===== src/shared/dafs_pkg.sv =====
// package of constants and carriers for the drive alarm and fault supervisor
package dafs_pkg;
  // clock and common tick
  localparam int unsigned CLK_HZ = 10_000_000;
  localparam int unsigned TICK_US = 1000;
  localparam int unsigned TICK_CYCLES = CLK_HZ / 1_000_000 * TICK_US;
  // supervision times in their own units
  localparam int unsigned CE_TIMEOUT_S = 2;
  localparam int unsigned RUN_CONFLICT_MS = 500;
  localparam int unsigned OPL_START_S = 5;
  localparam int unsigned OPL_LOSS_S = 2;
  localparam int unsigned BLINK_HALF_MS = 250;
  localparam int unsigned WRFAIL_SHOW_MS = 1000;
  // the same times counted in ticks
  localparam logic [12:0] CE_TICKS = 13'(CE_TIMEOUT_S * 1_000_000 / TICK_US);
  localparam logic [12:0] RC_TICKS = 13'(RUN_CONFLICT_MS * 1000 / TICK_US);
  localparam logic [12:0] OPS_TICKS = 13'(OPL_START_S * 1_000_000 / TICK_US);
  localparam logic [12:0] OPL_TICKS = 13'(OPL_LOSS_S * 1_000_000 / TICK_US);
  localparam logic [12:0] BLINK_TICKS = 13'(BLINK_HALF_MS * 1000 / TICK_US);
  localparam logic [12:0] WRF_TICKS = 13'(WRFAIL_SHOW_MS * 1000 / TICK_US);
  // monitor thresholds and parameter codes
  localparam logic [7:0] HEAT_ALARM_C = 8'h5a;
  localparam logic [3:0] RELAY_FN_FAULT = 4'h0;
  localparam logic [3:0] AIM_MASTER = 4'h2;
  localparam logic [4:0] MFI_MASTER_SEL = 5'h09;
  localparam logic [4:0] MFI_SEL_MAX = 5'h19;
  localparam logic [7:0] CAP_MAX = 8'h0f;
  // register byte addresses
  localparam logic [7:0] ADDR_CFG = 8'h00;
  localparam logic [7:0] ADDR_FREQ = 8'h04;
  localparam logic [7:0] ADDR_LIM = 8'h08;
  localparam logic [7:0] ADDR_MFI = 8'h0c;
  localparam logic [7:0] ADDR_VFF = 8'h10;
  localparam logic [7:0] ADDR_VFV = 8'h14;
  localparam logic [7:0] ADDR_MISC = 8'h18;
  localparam logic [7:0] ADDR_CMD = 8'h1c;
  localparam logic [7:0] ADDR_STAT = 8'h20;
  localparam logic [7:0] ADDR_HIST = 8'h24;
  localparam logic [7:0] ADDR_DISP = 8'h28;
  localparam logic [31:0] REG_RESET = 32'h0000_0000;
  localparam logic [1:0] RESP_OKAY = 2'h0;
  localparam logic [1:0] RESP_SLVERR = 2'h2;
  // field positions
  localparam int CFG_SEQ_SERIAL = 4;
  localparam int CFG_HEAT_CONT = 5;
  localparam int CFG_OT_CONT = 6;
  localparam int CFG_CE_FAULT = 7;
  localparam int CFG_PROG = 8;
  localparam int CMD_FAULT_RESET = 0;
  // alarm bit indices
  localparam int A_BLOCK = 0, A_CALL = 1, A_CE = 2, A_RC = 3, A_HEAT = 4;
  localparam int A_EXTOH = 5, A_OT = 6, A_BUS_HI = 7, A_BUS_LO = 8, NA = 9;
  // fault bit indices
  localparam int F_CE = 0, F_OPS = 1, F_OPL = 2, F_PROM = 3, F_ADC = 4;
  localparam int F_SOPT = 5, F_TERM = 6, F_HEAT = 7, F_OT = 8, NF = 9;
  // faults written to the history; control function errors are kept out
  localparam logic [8:0] LOG_MASK = 9'h1e1;
  // parameter error bit indices
  localparam int P_CAP = 0, P_MFI = 1, P_VF = 2, P_CONS = 3;
  // display codes
  localparam logic [7:0] CODE_NONE = 8'h00;
  localparam logic [7:0] CODE_ALARM_BASE = 8'h10;
  localparam logic [7:0] CODE_FAULT_BASE = 8'h40;
  localparam logic [7:0] CODE_TERM_BASE = 8'h60;
  localparam logic [7:0] CODE_PERR_BASE = 8'h30;
  localparam logic [7:0] CODE_WRFAIL = 8'h3f;
  localparam int HIST_DEPTH = 4;

  // operator link supervision states
  typedef enum logic [2:0] {
    OPL_WAIT = 3'b001,
    OPL_UP = 3'b010,
    OPL_FAIL = 3'b100
  } dafs_opl_t;

  typedef struct packed {
    logic awvalid;
    logic [7:0] awaddr;
    logic wvalid;
    logic [31:0] wdata;
    logic [3:0] wstrb;
    logic bready;
    logic arvalid;
    logic [7:0] araddr;
    logic rready;
  } dafs_axi_req_t;

  typedef struct packed {
    logic awready;
    logic wready;
    logic bvalid;
    logic [1:0] bresp;
    logic arready;
    logic rvalid;
    logic [31:0] rdata;
    logic [1:0] rresp;
  } dafs_axi_rsp_t;

  typedef struct packed {
    logic run_fwd;
    logic run_rev;
    logic output_block_in;
    logic host_link_up;
    logic ctrl_rx_error;
    logic op_link_ok;
    logic op_tx_error;
    logic [4:0] ext_fault_in;
    logic serial_opt_fault;
    logic [7:0] heatsink_temp;
    logic ext_overheat_in;
    logic [15:0] output_torque;
    logic bus_ov_mon;
    logic bus_uv_mon;
    logic drive_running;
    logic prom_fail;
    logic adc_fail;
    logic nv_write_fail;
  } dafs_sense_t;

  typedef struct packed {
    logic motor_enable;
    logic fault_relay;
    logic fault_relay_terminals;
    logic [7:0] disp_code;
    logic disp_on;
    logic alarm_active;
    logic fault_active;
  } dafs_ind_t;

  typedef struct packed {
    logic [HIST_DEPTH-1:0][7:0] mem;
    logic [7:0] rdata;
  } dafs_mem_state_t;

  typedef struct packed {
    logic aw_have;
    logic [7:0] awaddr;
    logic w_have;
    logic [31:0] wdata;
    logic [3:0] wstrb;
    dafs_axi_rsp_t rsp;
    logic [31:0] cfg, freq, lim, mfi, vff, vfv, misc;
    logic [13:0] tick_cnt;
    logic [12:0] ce_cnt, rc_cnt, opl_cnt, blink_cnt, wf_cnt;
    logic blink_ph;
    logic wf_show;
    dafs_opl_t opl;
    logic powered;
    logic prog_prev;
    logic [3:0] perr;
    logic [NA-1:0] alarms;
    logic [NF-1:0] faults, logged;
    logic [2:0] term_num;
    logic [2:0] hist_cnt;
    logic [7:0] hist_last;
    dafs_ind_t ind;
  } dafs_state_t;
endpackage : dafs_pkg


===== src/dafs_hist_mem.sv =====
// fault history storage, four codes, registered read port
`timescale 1ns/1ns
module dafs_hist_mem (
  input wire logic aclk,
  input wire logic aresetn,
  input wire logic we,
  input wire logic [1:0] waddr,
  input wire logic [7:0] wdata,
  input wire logic [1:0] raddr,
  output logic [7:0] rdata
);
  dafs_pkg::dafs_mem_state_t s_r; // stored codes and read register
  dafs_pkg::dafs_mem_state_t s_nxt; // next value

  // write port and registered read
  always_comb begin
    s_nxt = s_r;
    if (we) begin
      s_nxt.mem[waddr] = wdata;
    end
    s_nxt.rdata = s_r.mem[raddr];
  end

  // state register, synchronous reset
  always_ff @(posedge aclk) begin
    if (!aresetn) begin
      s_r <= '0;
    end else begin
      s_r <= s_nxt;
    end
  end

  assign rdata = s_r.rdata;
endmodule : dafs_hist_mem


===== src/dafs_supervisor.sv =====
// drive alarm and fault supervisor with axi4-lite registers
`timescale 1ns/1ns
module dafs_supervisor #(
  parameter int unsigned TICK_CYCLES = dafs_pkg::TICK_CYCLES
) (
  input wire logic aclk,
  input wire logic aresetn,
  input dafs_pkg::dafs_axi_req_t axi_req,
  output dafs_pkg::dafs_axi_rsp_t axi_rsp,
  input dafs_pkg::dafs_sense_t sense,
  output dafs_pkg::dafs_ind_t ind
);
  localparam logic [13:0] TICK_LAST = 14'(TICK_CYCLES - 1);

  dafs_pkg::dafs_state_t s_r; // whole block state
  dafs_pkg::dafs_state_t s_nxt; // next state
  logic tick; // common one-ms enable
  logic clr_faults; // software fault reset
  logic eval; // parameter check moment
  logic prog; // programming mode
  logic [dafs_pkg::NA-1:0] aset; // live alarm conditions
  logic [dafs_pkg::NF-1:0] fset; // fault causes this cycle
  logic [3:0] perr_now; // parameter checks
  logic [4:0] pick; // next fault to log
  logic [4:0] fsel; // fault to display
  logic [4:0] asel; // alarm to display
  logic [4:0] psel; // parameter error to display
  logic [7:0] log_code; // code of picked fault
  logic [2:0] term_hit; // lowest tripping terminal
  logic mem_we; // history write
  logic [7:0] mem_rdata; // history read data

  // timer step: counts ticks while cond, clears when it drops
  function automatic logic [12:0] tmr(input logic [12:0] cnt, input logic cond,
                                      input logic tk, input logic [12:0] lim);
    if (!cond) begin
      tmr = 13'h0000;
    end else if (tk && cnt < lim) begin
      tmr = cnt + 13'h0001;
    end else begin
      tmr = cnt;
    end
  endfunction : tmr

  // lowest set bit: {found, index}
  function automatic logic [4:0] lowest(input logic [8:0] v);
    lowest = 5'h00;
    for (int i = 8; i >= 0; i--) begin
      if (v[i]) begin
        lowest = {1'b1, 4'(i)};
      end
    end
  endfunction : lowest

  // byte-lane merge of a register write
  function automatic logic [31:0] merge(input logic [31:0] old, input logic [31:0] d,
                                        input logic [3:0] strb);
    merge = old;
    for (int b = 0; b < 4; b++) begin
      if (strb[b]) begin
        merge[8*b +: 8] = d[8*b +: 8];
      end
    end
  endfunction : merge

  // multi-function selection field k
  function automatic logic [4:0] mfsel(input logic [31:0] m, input int k);
    mfsel = m[5*k +: 5];
  endfunction : mfsel

  // display code of a fault index
  function automatic logic [7:0] fcode(input logic [3:0] idx, input logic [2:0] tn);
    if (idx == 4'(dafs_pkg::F_TERM)) begin
      fcode = dafs_pkg::CODE_TERM_BASE + {5'h00, tn};
    end else begin
      fcode = dafs_pkg::CODE_FAULT_BASE + {4'h0, idx};
    end
  endfunction : fcode

  dafs_hist_mem u_hist (
    .aclk(aclk),
    .aresetn(aresetn),
    .we(mem_we),
    .waddr(s_r.hist_cnt[1:0]),
    .wdata(log_code),
    .raddr(s_r.cfg[10:9]),
    .rdata(mem_rdata)
  );

  // next-state logic
  always_comb begin
    s_nxt = s_r;
    clr_faults = 1'b0;
    mem_we = 1'b0;
    prog = s_r.cfg[dafs_pkg::CFG_PROG];
    // common tick divider
    tick = (s_r.tick_cnt == TICK_LAST);
    s_nxt.tick_cnt = tick ? 14'h0000 : s_r.tick_cnt + 14'h0001;

    // axi write address and data, taken in either order
    if (s_r.rsp.awready && axi_req.awvalid) begin
      s_nxt.aw_have = 1'b1;
      s_nxt.awaddr = axi_req.awaddr;
    end
    if (s_r.rsp.wready && axi_req.wvalid) begin
      s_nxt.w_have = 1'b1;
      s_nxt.wdata = axi_req.wdata;
      s_nxt.wstrb = axi_req.wstrb;
    end
    if (s_r.rsp.bvalid && axi_req.bready) begin
      s_nxt.rsp.bvalid = 1'b0;
    end
    // perform write once both halves held
    if (s_r.aw_have && s_r.w_have && !s_r.rsp.bvalid) begin
      s_nxt.aw_have = 1'b0;
      s_nxt.w_have = 1'b0;
      s_nxt.rsp.bvalid = 1'b1;
      s_nxt.rsp.bresp = dafs_pkg::RESP_OKAY;
      unique case (s_r.awaddr)
        dafs_pkg::ADDR_CFG: s_nxt.cfg = merge(s_r.cfg, s_r.wdata, s_r.wstrb);
        dafs_pkg::ADDR_FREQ: s_nxt.freq = merge(s_r.freq, s_r.wdata, s_r.wstrb);
        dafs_pkg::ADDR_LIM: s_nxt.lim = merge(s_r.lim, s_r.wdata, s_r.wstrb);
        dafs_pkg::ADDR_MFI: s_nxt.mfi = merge(s_r.mfi, s_r.wdata, s_r.wstrb);
        dafs_pkg::ADDR_VFF: s_nxt.vff = merge(s_r.vff, s_r.wdata, s_r.wstrb);
        dafs_pkg::ADDR_VFV: s_nxt.vfv = merge(s_r.vfv, s_r.wdata, s_r.wstrb);
        dafs_pkg::ADDR_MISC: s_nxt.misc = merge(s_r.misc, s_r.wdata, s_r.wstrb);
        dafs_pkg::ADDR_CMD: begin
          // fault reset strobe
          clr_faults = s_r.wstrb[0] & s_r.wdata[dafs_pkg::CMD_FAULT_RESET];
        end
        default: s_nxt.rsp.bresp = dafs_pkg::RESP_SLVERR; // unmapped
      endcase
    end
    s_nxt.rsp.awready = !s_nxt.aw_have && !s_nxt.rsp.bvalid;
    s_nxt.rsp.wready = !s_nxt.w_have && !s_nxt.rsp.bvalid;

    // axi read
    if (s_r.rsp.rvalid && axi_req.rready) begin
      s_nxt.rsp.rvalid = 1'b0;
    end
    if (s_r.rsp.arready && axi_req.arvalid) begin
      s_nxt.rsp.rvalid = 1'b1;
      s_nxt.rsp.rresp = dafs_pkg::RESP_OKAY;
      unique case (axi_req.araddr)
        dafs_pkg::ADDR_CFG: s_nxt.rsp.rdata = s_r.cfg;
        dafs_pkg::ADDR_FREQ: s_nxt.rsp.rdata = s_r.freq;
        dafs_pkg::ADDR_LIM: s_nxt.rsp.rdata = s_r.lim;
        dafs_pkg::ADDR_MFI: s_nxt.rsp.rdata = s_r.mfi;
        dafs_pkg::ADDR_VFF: s_nxt.rsp.rdata = s_r.vff;
        dafs_pkg::ADDR_VFV: s_nxt.rsp.rdata = s_r.vfv;
        dafs_pkg::ADDR_MISC: s_nxt.rsp.rdata = s_r.misc;
        dafs_pkg::ADDR_CMD: s_nxt.rsp.rdata = dafs_pkg::REG_RESET; // write only
        dafs_pkg::ADDR_STAT: begin
          s_nxt.rsp.rdata = {s_r.term_num, s_r.wf_show, s_r.perr, 3'h0, s_r.faults,
                             3'h0, s_r.alarms};
        end
        dafs_pkg::ADDR_HIST: s_nxt.rsp.rdata = {21'h000000, s_r.hist_cnt, mem_rdata};
        dafs_pkg::ADDR_DISP: begin
          s_nxt.rsp.rdata = {23'h000000, s_r.ind.disp_on, s_r.ind.disp_code};
        end
        default: begin
          // unmapped read
          s_nxt.rsp.rdata = dafs_pkg::REG_RESET;
          s_nxt.rsp.rresp = dafs_pkg::RESP_SLVERR;
        end
      endcase
    end
    s_nxt.rsp.arready = !s_nxt.rsp.rvalid;

    // supervision timers
    s_nxt.ce_cnt = tmr(s_r.ce_cnt, sense.ctrl_rx_error, tick, dafs_pkg::CE_TICKS);
    s_nxt.rc_cnt = tmr(s_r.rc_cnt, sense.run_fwd & sense.run_rev, tick,
                       dafs_pkg::RC_TICKS);

    // live alarm conditions
    aset = '0;
    aset[dafs_pkg::A_BLOCK] = sense.output_block_in;
    aset[dafs_pkg::A_CALL] = s_r.cfg[dafs_pkg::CFG_SEQ_SERIAL] & ~sense.host_link_up;
    aset[dafs_pkg::A_CE] = (s_r.ce_cnt == dafs_pkg::CE_TICKS) &
                           ~s_r.cfg[dafs_pkg::CFG_CE_FAULT];
    aset[dafs_pkg::A_RC] = (s_r.rc_cnt == dafs_pkg::RC_TICKS);
    aset[dafs_pkg::A_HEAT] = (sense.heatsink_temp > dafs_pkg::HEAT_ALARM_C) &
                             s_r.cfg[dafs_pkg::CFG_HEAT_CONT];
    aset[dafs_pkg::A_EXTOH] = sense.ext_overheat_in;
    aset[dafs_pkg::A_OT] = (sense.output_torque > s_r.misc[31:16]) &
                           s_r.cfg[dafs_pkg::CFG_OT_CONT];
    aset[dafs_pkg::A_BUS_HI] = sense.bus_ov_mon & ~sense.drive_running;
    aset[dafs_pkg::A_BUS_LO] = sense.bus_uv_mon & ~sense.drive_running;
    s_nxt.alarms = aset;

    // operator link supervision
    s_nxt.opl_cnt = s_r.opl_cnt;
    unique case (s_r.opl)
      dafs_pkg::OPL_WAIT: begin
        s_nxt.opl_cnt = tmr(s_r.opl_cnt, 1'b1, tick, dafs_pkg::OPS_TICKS);
        if (sense.op_link_ok) begin
          s_nxt.opl = dafs_pkg::OPL_UP;
          s_nxt.opl_cnt = 13'h0000;
        end else if (s_r.opl_cnt == dafs_pkg::OPS_TICKS) begin
          s_nxt.opl = dafs_pkg::OPL_FAIL;
        end
      end
      dafs_pkg::OPL_UP: begin
        s_nxt.opl_cnt = tmr(s_r.opl_cnt, sense.op_tx_error, tick, dafs_pkg::OPL_TICKS);
      end
      dafs_pkg::OPL_FAIL: begin
        if (sense.op_link_ok) begin
          s_nxt.opl = dafs_pkg::OPL_UP;
          s_nxt.opl_cnt = 13'h0000;
        end
      end
      default: begin
        s_nxt.opl = dafs_pkg::OPL_WAIT;
        s_nxt.opl_cnt = 13'h0000;
      end
    endcase

    // fault causes
    term_hit = 3'h0;
    for (int t = 4; t >= 0; t--) begin
      if (sense.ext_fault_in[t]) begin
        term_hit = 3'(t + 2);
      end
    end
    fset = '0;
    fset[dafs_pkg::F_CE] = (s_r.ce_cnt == dafs_pkg::CE_TICKS) &
                           s_r.cfg[dafs_pkg::CFG_CE_FAULT];
    fset[dafs_pkg::F_OPS] = (s_r.opl == dafs_pkg::OPL_FAIL);
    fset[dafs_pkg::F_OPL] = (s_r.opl == dafs_pkg::OPL_UP) &
                            (s_r.opl_cnt == dafs_pkg::OPL_TICKS);
    fset[dafs_pkg::F_PROM] = sense.prom_fail;
    fset[dafs_pkg::F_ADC] = sense.adc_fail;
    fset[dafs_pkg::F_SOPT] = sense.serial_opt_fault;
    fset[dafs_pkg::F_TERM] = |sense.ext_fault_in;
    fset[dafs_pkg::F_HEAT] = (sense.heatsink_temp > dafs_pkg::HEAT_ALARM_C) &
                             ~s_r.cfg[dafs_pkg::CFG_HEAT_CONT];
    fset[dafs_pkg::F_OT] = (sense.output_torque > s_r.misc[31:16]) &
                           ~s_r.cfg[dafs_pkg::CFG_OT_CONT];
    // latch faults; a new cause wins over a reset
    s_nxt.faults = (s_r.faults & {dafs_pkg::NF{~clr_faults}}) | fset;
    if (fset[dafs_pkg::F_TERM] && !s_r.faults[dafs_pkg::F_TERM]) begin
      s_nxt.term_num = term_hit;
    end

    // fault history logging, one code per cycle
    pick = lowest(s_r.faults & ~s_r.logged & dafs_pkg::LOG_MASK);
    log_code = fcode(pick[3:0], s_r.term_num);
    s_nxt.logged = clr_faults ? '0 : s_r.logged;
    if (pick[4]) begin
      s_nxt.logged[pick[3:0]] = 1'b1;
      // only fault codes reach the store
      if (s_r.hist_cnt < 3'(dafs_pkg::HIST_DEPTH) &&
          (s_r.hist_cnt == 3'h0 || log_code != s_r.hist_last)) begin
        mem_we = 1'b1;
        s_nxt.hist_cnt = s_r.hist_cnt + 3'h1;
        s_nxt.hist_last = log_code;
      end
    end

    // parameter checks
    perr_now = '0;
    perr_now[dafs_pkg::P_CAP] = s_r.misc[7:0] > dafs_pkg::CAP_MAX;
    for (int i = 0; i < 5; i++) begin
      if (mfsel(s_r.mfi, i) > dafs_pkg::MFI_SEL_MAX) begin
        perr_now[dafs_pkg::P_MFI] = 1'b1;
      end
      for (int j = i + 1; j < 5; j++) begin
        if (mfsel(s_r.mfi, i) != 5'h00 && mfsel(s_r.mfi, i) == mfsel(s_r.mfi, j)) begin
          perr_now[dafs_pkg::P_MFI] = 1'b1;
        end
      end
      if (s_r.misc[11:8] == dafs_pkg::AIM_MASTER &&
          mfsel(s_r.mfi, i) == dafs_pkg::MFI_MASTER_SEL) begin
        perr_now[dafs_pkg::P_CONS] = 1'b1;
      end
    end
    perr_now[dafs_pkg::P_VF] = !(s_r.vff[31:24] >= s_r.vff[23:16] &&
                                 s_r.vff[23:16] >= s_r.vff[15:8] &&
                                 s_r.vff[15:8] >= s_r.vff[7:0] &&
                                 s_r.vfv[23:16] >= s_r.vfv[15:8] &&
                                 s_r.vfv[15:8] >= s_r.vfv[7:0]);
    if (s_r.freq[15:0] > s_r.freq[31:16] || s_r.lim[15:0] < s_r.lim[31:16] ||
        (s_r.misc[11:8] == dafs_pkg::AIM_MASTER && s_r.misc[12])) begin
      perr_now[dafs_pkg::P_CONS] = 1'b1;
    end
    // evaluate in program mode, on its exit and at power-up
    eval = prog | (s_r.prog_prev & ~prog) | ~s_r.powered;
    s_nxt.powered = 1'b1;
    s_nxt.prog_prev = prog;
    if (eval) begin
      s_nxt.perr = perr_now;
    end

    // temporary write-failure display
    if (sense.nv_write_fail && prog) begin
      s_nxt.wf_show = 1'b1;
      s_nxt.wf_cnt = 13'h0000;
    end else if (s_r.wf_cnt == dafs_pkg::WRF_TICKS) begin
      s_nxt.wf_show = 1'b0;
      s_nxt.wf_cnt = 13'h0000;
    end else begin
      s_nxt.wf_cnt = tmr(s_r.wf_cnt, s_r.wf_show, tick, dafs_pkg::WRF_TICKS);
    end

    // blink phase from the common tick
    if (s_r.blink_cnt == dafs_pkg::BLINK_TICKS) begin
      s_nxt.blink_cnt = 13'h0000;
      s_nxt.blink_ph = ~s_r.blink_ph;
    end else begin
      s_nxt.blink_cnt = tmr(s_r.blink_cnt, 1'b1, tick, dafs_pkg::BLINK_TICKS);
    end

    // outputs
    s_nxt.ind.fault_active = |s_r.faults;
    s_nxt.ind.fault_relay = |s_r.faults;
    s_nxt.ind.fault_relay_terminals = (|s_r.faults) &
                                      (s_r.cfg[3:0] == dafs_pkg::RELAY_FN_FAULT);
    s_nxt.ind.alarm_active = |s_r.alarms;
    // alarms other than block and conflict leave output running
    s_nxt.ind.motor_enable = ~(|s_r.faults) & ~s_r.alarms[dafs_pkg::A_BLOCK] &
                             ~s_r.alarms[dafs_pkg::A_RC] &
                             (sense.run_fwd | sense.run_rev);
    fsel = lowest(s_r.faults);
    asel = lowest(s_r.alarms);
    psel = lowest({5'h00, s_r.perr});
    if (fsel[4]) begin
      // steady fault ahead of any alarm
      s_nxt.ind.disp_code = fcode(fsel[3:0], s_r.term_num);
      s_nxt.ind.disp_on = 1'b1;
    end else if (asel[4]) begin
      s_nxt.ind.disp_code = dafs_pkg::CODE_ALARM_BASE + {4'h0, asel[3:0]};
      s_nxt.ind.disp_on = s_r.blink_ph;
    end else if (psel[4]) begin
      s_nxt.ind.disp_code = dafs_pkg::CODE_PERR_BASE + {4'h0, psel[3:0]};
      s_nxt.ind.disp_on = 1'b1;
    end else if (s_r.wf_show) begin
      s_nxt.ind.disp_code = dafs_pkg::CODE_WRFAIL;
      s_nxt.ind.disp_on = 1'b1;
    end else begin
      s_nxt.ind.disp_code = dafs_pkg::CODE_NONE;
      s_nxt.ind.disp_on = 1'b0;
    end
  end

  // state register, synchronous reset
  always_ff @(posedge aclk) begin
    if (!aresetn) begin
      s_r <= '0;
      s_r.opl <= dafs_pkg::OPL_WAIT;
    end else begin
      s_r <= s_nxt;
    end
  end

  assign axi_rsp = s_r.rsp;
  assign ind = s_r.ind;
endmodule : dafs_supervisor

===== config.mk =====
export PLATFORM = sky130hd
export DESIGN_NAME = dafs_supervisor
export DESIGN_NICKNAME = d
export VERILOG_FILES = /design/src/shared/dafs_pkg.sv /design/src/dafs_hist_mem.sv /design/src/dafs_supervisor.sv
export SDC_FILE = /design/constraint.sdc
export NUM_CORES = 1
export LEC_CHECK = 0
export ABC_AREA = 1
export BUFFER_PORTS_ARGS = -buffer_cell sky130_fd_sc_hd__buf_2
export CAP_MARGIN = 20
export CORE_MARGIN = 5
export CORE_UTILIZATION = 52
export DETAILED_ROUTE_END_ITERATION = 16
export GPL_TIMING_DRIVEN = 0
export PLACE_DENSITY = 0.7
export SLEW_MARGIN = 0
export SYNTH_ARGS = -nofsm -noshare
export SYNTH_HDL_FRONTEND = slang
export SYNTH_HIERARCHICAL = 1
export SYNTH_SLANG_ARGS = --single-unit

===== constraint.sdc =====
create_clock -name aclk -period 3.95 [get_ports aclk]
set_input_delay 0.5925 -clock aclk [delete_from_list [all_inputs] [get_ports aclk]]
set_output_delay 0.5925 -clock aclk [all_outputs]
set_load 0.1 [all_outputs]

* Word-level counts from Yosys, hierarchy flattened *
Cells that the tools add are included.

operators by class
  order comparisons = 27
  muxes and demuxes = 100
  reduce and logical (&&, ||, !) cells = 100
  bitwise logic cells = 40
  add/subtract/negate cells = 12
  equality and inequality tests = 50

operator list
  cell                                                                     number
  32-bit one-hot mux with 10 select lines                                  1
  5-bit 2-to-1 mux                                                         27
  3-bit AND reduction                                                      30
  13-bit by 1-bit adder with 13-bit output (second input constant)         5
  13-bit 2-to-1 mux                                                        5
  8-bit by 5-bit == test with 1-bit output (second input constant)         8
  61-bit 2-to-1 mux                                                        1
  5-bit == test                                                            10
  8-bit 2-to-1 mux                                                         6
  8-bit greater-or-equal comparator                                        5
  1-bit logical AND                                                        40
  13-bit one-hot mux with 3 select lines                                   1
  37-bit 2-to-1 mux                                                        1
  9-bit 2-to-1 mux                                                         4
  35-bit 2-to-1 mux                                                        1
  32-bit bitwise mux                                                       1
  8-bit by 4-bit == test with 1-bit output (second input constant)         4
  16-bit greater-than comparator                                           2
  1-bit 2-to-1 mux                                                         32
  3-bit 2-to-1 mux                                                         10
  13-bit by 11-bit == test with 1-bit output (second input constant)       2
  13-bit by 11-bit < comparator with 1-bit output (second input constant)  2
  5-bit by 4-bit == test with 1-bit output (second input constant)         5
  5-bit greater-than comparator (second input constant)                    5
  other kinds (61)                                                         121

storage, ports and cells
  register bits = 495
  logic and storage cells = 399
  input bits = 103
  output and inout bits = 55

* Longest topological paths before layout *
  word-level depth = 18
  gate-level depth with buffers = 20
  depth with buffers taken out = 18

* Modules after synthesis *
The synthesis kept the hierarchy.

modules (own cells, without submodules)
  module           area each (µm²)  instances  cells each
  dafs_supervisor  22,480.3         1          3,171
  dafs_hist_mem    1,770.4          1          263

* Least setup slack after synthesis *
No wires, ideal clock.

  kind = register to register
  from = register s_r[42] in the netlist's numbering
  to = register u_hist/s_r[16] in the netlist's numbering
  slack = 1.957 ns
  arrival time = 1.878 ns
  buffers on the path = 1
  period minus slack after synthesis = 1.993 ns
  required time = 3.834 ns
  cell stages (with the launch flop) = 17
  path through = dfxtp_1 nand2_2 inv_1 nand2_1 nand2_2 o21ai_2 nor2_1 nor2_2 nand3_4 nand3_4 buf_6 inv_1 nand2_1 nor2_4 inv_1 nor2_1 nor2_1

on the way
  word-level cells in the longest chain between the ends = 10

RTL lines
  item                                                                                                       RTL line                                      RTL
  start: declaration                                                                                         dafs_supervisor.sv:15                         dafs_pkg::dafs_state_t s_r;
  start signal: assignment                                                                                   dafs_supervisor.sv:351                        s_r <= s_nxt;
  9-bit AND (*)                                                                                              dafs_supervisor.sv:246                        pick = lowest(s_r.faults & ~s_r.logged & dafs_pkg::LOG_MASK);
  5-bit 2-to-1 mux (*) (2 in series)                                                                         dafs_supervisor.sv:49                         if (v[i]) begin
  7-bit by 4-bit adder with 8-bit output / 4-bit by 3-bit == test with 1-bit output (equally long branches)  dafs_supervisor.sv:76, dafs_supervisor.sv:73
  8-bit 2-to-1 mux                                                                                           dafs_supervisor.sv:73                         if (idx == 4'(dafs_pkg::F_TERM)) begin
  8-bit != test                                                                                              dafs_supervisor.sv:253                        (s_r.hist_cnt == 3'h0 || log_code != s_r.hist_last)) begin
  1-bit logical OR                                                                                           dafs_supervisor.sv:253
  1-bit logical AND                                                                                          dafs_supervisor.sv:252                        if (s_r.hist_cnt < 3'(dafs_pkg::HIST_DEPTH) &&
  1-bit 2-to-1 mux                                                                                           dafs_supervisor.sv:252
  1-bit 2-to-1 mux (*)                                                                                       dafs_supervisor.sv:249                        if (pick[4]) begin
  named net mem_we                                                                                           dafs_supervisor.sv:30                         logic mem_we;
  end signal: assignment                                                                                     dafs_hist_mem.sv:29                           s_r <= s_nxt;
  end: declaration                                                                                           dafs_hist_mem.sv:12                           dafs_pkg::dafs_mem_state_t s_r;

Mark *: on every way through the listed nets, which the timed path passes. The rest lies on a longest branch.
A chain may end at the register's enable or synchronous reset.

==> metrics.txt <==
maximum VDD drop 0.406 mV; Avg Vias per Cell ~5.6; Final Hold Vio Count 0; gr busiest metal met2; vias in the first global route between 20000 and 25000; synth top area cells dfxtp_1, nor2_1, o21ai_0, nand2_1, a21oi_1; initial antenna violation count 11; worst-path fanout max 10; CTS clk-pin slew, worst paths around 0.06 ns; via count 24243; Post-Route WL just under 90 mm; die area a little over 50000 µm²; Post-DP HPWL roughly 67 mm; worst clock skew around 0.012 ns; max_cap viols 0; Iter 0 DRT Violations roughly 2800; First-pass DRT Iterations 6; final critical-path share of the clock period around 68%; post-route cell area approximately 28000 µm²; post-CTS resize count 0; starting density of the core between 50% and 60%; Worst Path Arrival 3.23 ns; Lkg Pwr about 0.012 µW; CP peak stage delay 0.86 ns; Placer Congestion between 1 and 1.5; FF+latch count, synth 486; Synth Warn # 6; Post-synth top flop dfxtp_1; number of nets with antenna violations after routing 0; PD cells approximately 420 nW/µm²; CP Launch Type primary input; HP Class primary input to flop; CP Buf/Inv Count 4; Crit. End Element flop; CP max stage cell clkbuf_1; Post-synth ARST share 0%; Seq/Total Area, Yosys 40.1%; Inst Count DP about 4200; multiplexer fraction of the synthesized cell area 0%; status finished clean; most common cell in the netlist nor2_1; wire length per cell 20.5 µm; P&R area growth vs syn 13.8%; fin crit period between 2 and 3 ns; Sink Count between 400 and 500; Root Buffer clkbuf_16; Fin Setup TNS 0 ns; Syn Inst Count ~3400; grt total ovfl 0; pin count of the biggest net entering global routing 14; nets roughly 3900; Pins Over Slew Limit 0; first-pass GRT wire length around 130 mm; largest family of logic cells by synthesized area simple AND/OR/NAND/NOR gates; CTS tree done; mapped cell area 24300 µm²; CTS H-tree depth 2; global routing usage on met1 44.5%; fmax ~0.37 GHz; Least-Margin Pin Slew roughly 1.3 ns; Post-synth EDFFs 0; Buffers on Ports roughly 150; post-synthesis xor/xnor area fraction under 10%; Setup Buffers After CTS 0; Synth Area in Adders slightly above 5%; FILL cells roughly 4500; non-filler cells, final between 4000 and 5000; top post-synthesis cells by count nor2_1, dfxtp_1, nand2_1, inv_1, o21ai_0; CTS Buf Count 51; DRC 0; met2 Use GR 52.7%; chip width about 230 µm; GR Layer Usage met3 between 5 and 6%; setup violators final 0; I/O pin total roughly 160; Bufs on Longest Clock Path 3; Skew-Pair Late Insertion Delay just over 0.6 ns; Yosys top cell by area dfxtp_1; CTS Hold Bufs 0; Synth top area share between 40 and 50%; core area around 46000 µm²; simple-gate share of the synthesized area approximately 24%; Rows 79; layout cell share with drive strength beyond 1 11.6%; Synth Area in Compound Gates roughly 18%; Worst Path Required roughly 4.5 ns; total track usage about a third; Avg Cell Area, Syn between 7 and 8 µm²; crit path cell chain buf_2 > buf_2 > clkbuf_1 > clkbuf_1 > o21ai_0 > a21oi_1; number of library cell types mapped by synthesis 54; max_slew headroom between 10% and 20%; die height about 230 µm; RSZ-0062 raised after global routing false; Worst Path Class, Setup primary input to flop; placed standard-cell area between 20000 and 30000 µm²; Top delay family on crit path buffers and inverters
-- stage by stage --
step           hold WS [ns]  total power, µW  setup WS, ns  utilization [%]
5_1_grt               0.153            12000          1.19             59.5
3_3_place_gp          0.419             6550         0.772             55.7
3_5_place_dp          0.427             6560         0.811             55.7
2_1_floorplan         0.409             6130          1.96                -
4_1_cts               0.117            11600          1.43             59.5
6_report              0.149            11600          1.26             59.5
-- state kept, by name, indices dropped and copies added, names as in the netlist --
name          cells
s_r             394
u_hist/rdata      8
ind              12
prog              1
u_hist/s_r       32
axi_rsp          39
-- worst paths after layout --
kind	startpoint	end	slack, ns	cells after the start
max	aresetn	s_r[149]	1.26	6
min	sense[40]	s_r[47]	0.15	2
max reg2reg	axi_rsp[38]	s_r[265]	1.47	7
min reg2reg	s_r[77]	s_r[77]	0.43	2
-- final cells by class --
| type | count | area [µm²] | share of cell area, % |
|---|---|---|---|
| diodes | 1 | 2.50 | 0.00907 |
| plain buffers | 200 | 1080 | 3.91 |
| clock buffers | 74 | 1510 | 5.49 |
| clock inverters | 16 | 251 | 0.911 |
| inverters | 432 | 1620 | 5.88 |
| multi-input cells | 2329 | 11900 | 43.0 |
| flip-flops and latches | 486 | 9730 | 35.3 |
| well taps | 607 | 759 | 2.75 |
| repair buffers | 153 | 766 | 2.78 |
-- layer usage --
metal  routed length (µm)  vias up
li1                     -    11658
met1                35700    11119
met2                38800     1160
met3                 7930      290
met4                 5670       16
met5                   97        -
-- power by group --
group | switching (µW) | leakage, µW | total (µW) | internal, µW
combinational | 852 | 0.00704 | 1210 | 358
clock | 2050 | 0.000869 | 5090 | 3040
sequential | 188 | 0.00394 | 5280 | 5090
-- worst register-to-register path, stage by stage, from the launching register on --
cell and delay (ns):
dfxtp_1 0.33, inv_1 0.08, nand3_1 0.18, inv_2 0.17, nand2_1 0.41, nor2_4 0.42, clkinv_1 0.34, a21oi_1 0.42
-- cells in the final DEF (no fill, tap or decap), types with 65 or more instances in the layout --
master / count
nand2_1: 485
a21oi_1: 310
dfxtp_1: 486
buf_2: 190
nand4_1: 65
nor2_1: 521
inv_1: 397
o21ai_0: 383
buf_4: 68
nand3_1: 151
clkbuf_1: 94
ha_1: 100
-- cells by family after synthesis --
| kind of cell | Yosys count |
|---|---|
| simple gates | 1360 |
| compound gates | 808 |
| buf+inv | 632 |
| flops | 486 |
| fa+ha+maj | 100 |
| xor+xnor | 46 |
| other cells | 2 |
Note: power is estimated with default switching activity, not from simulation.
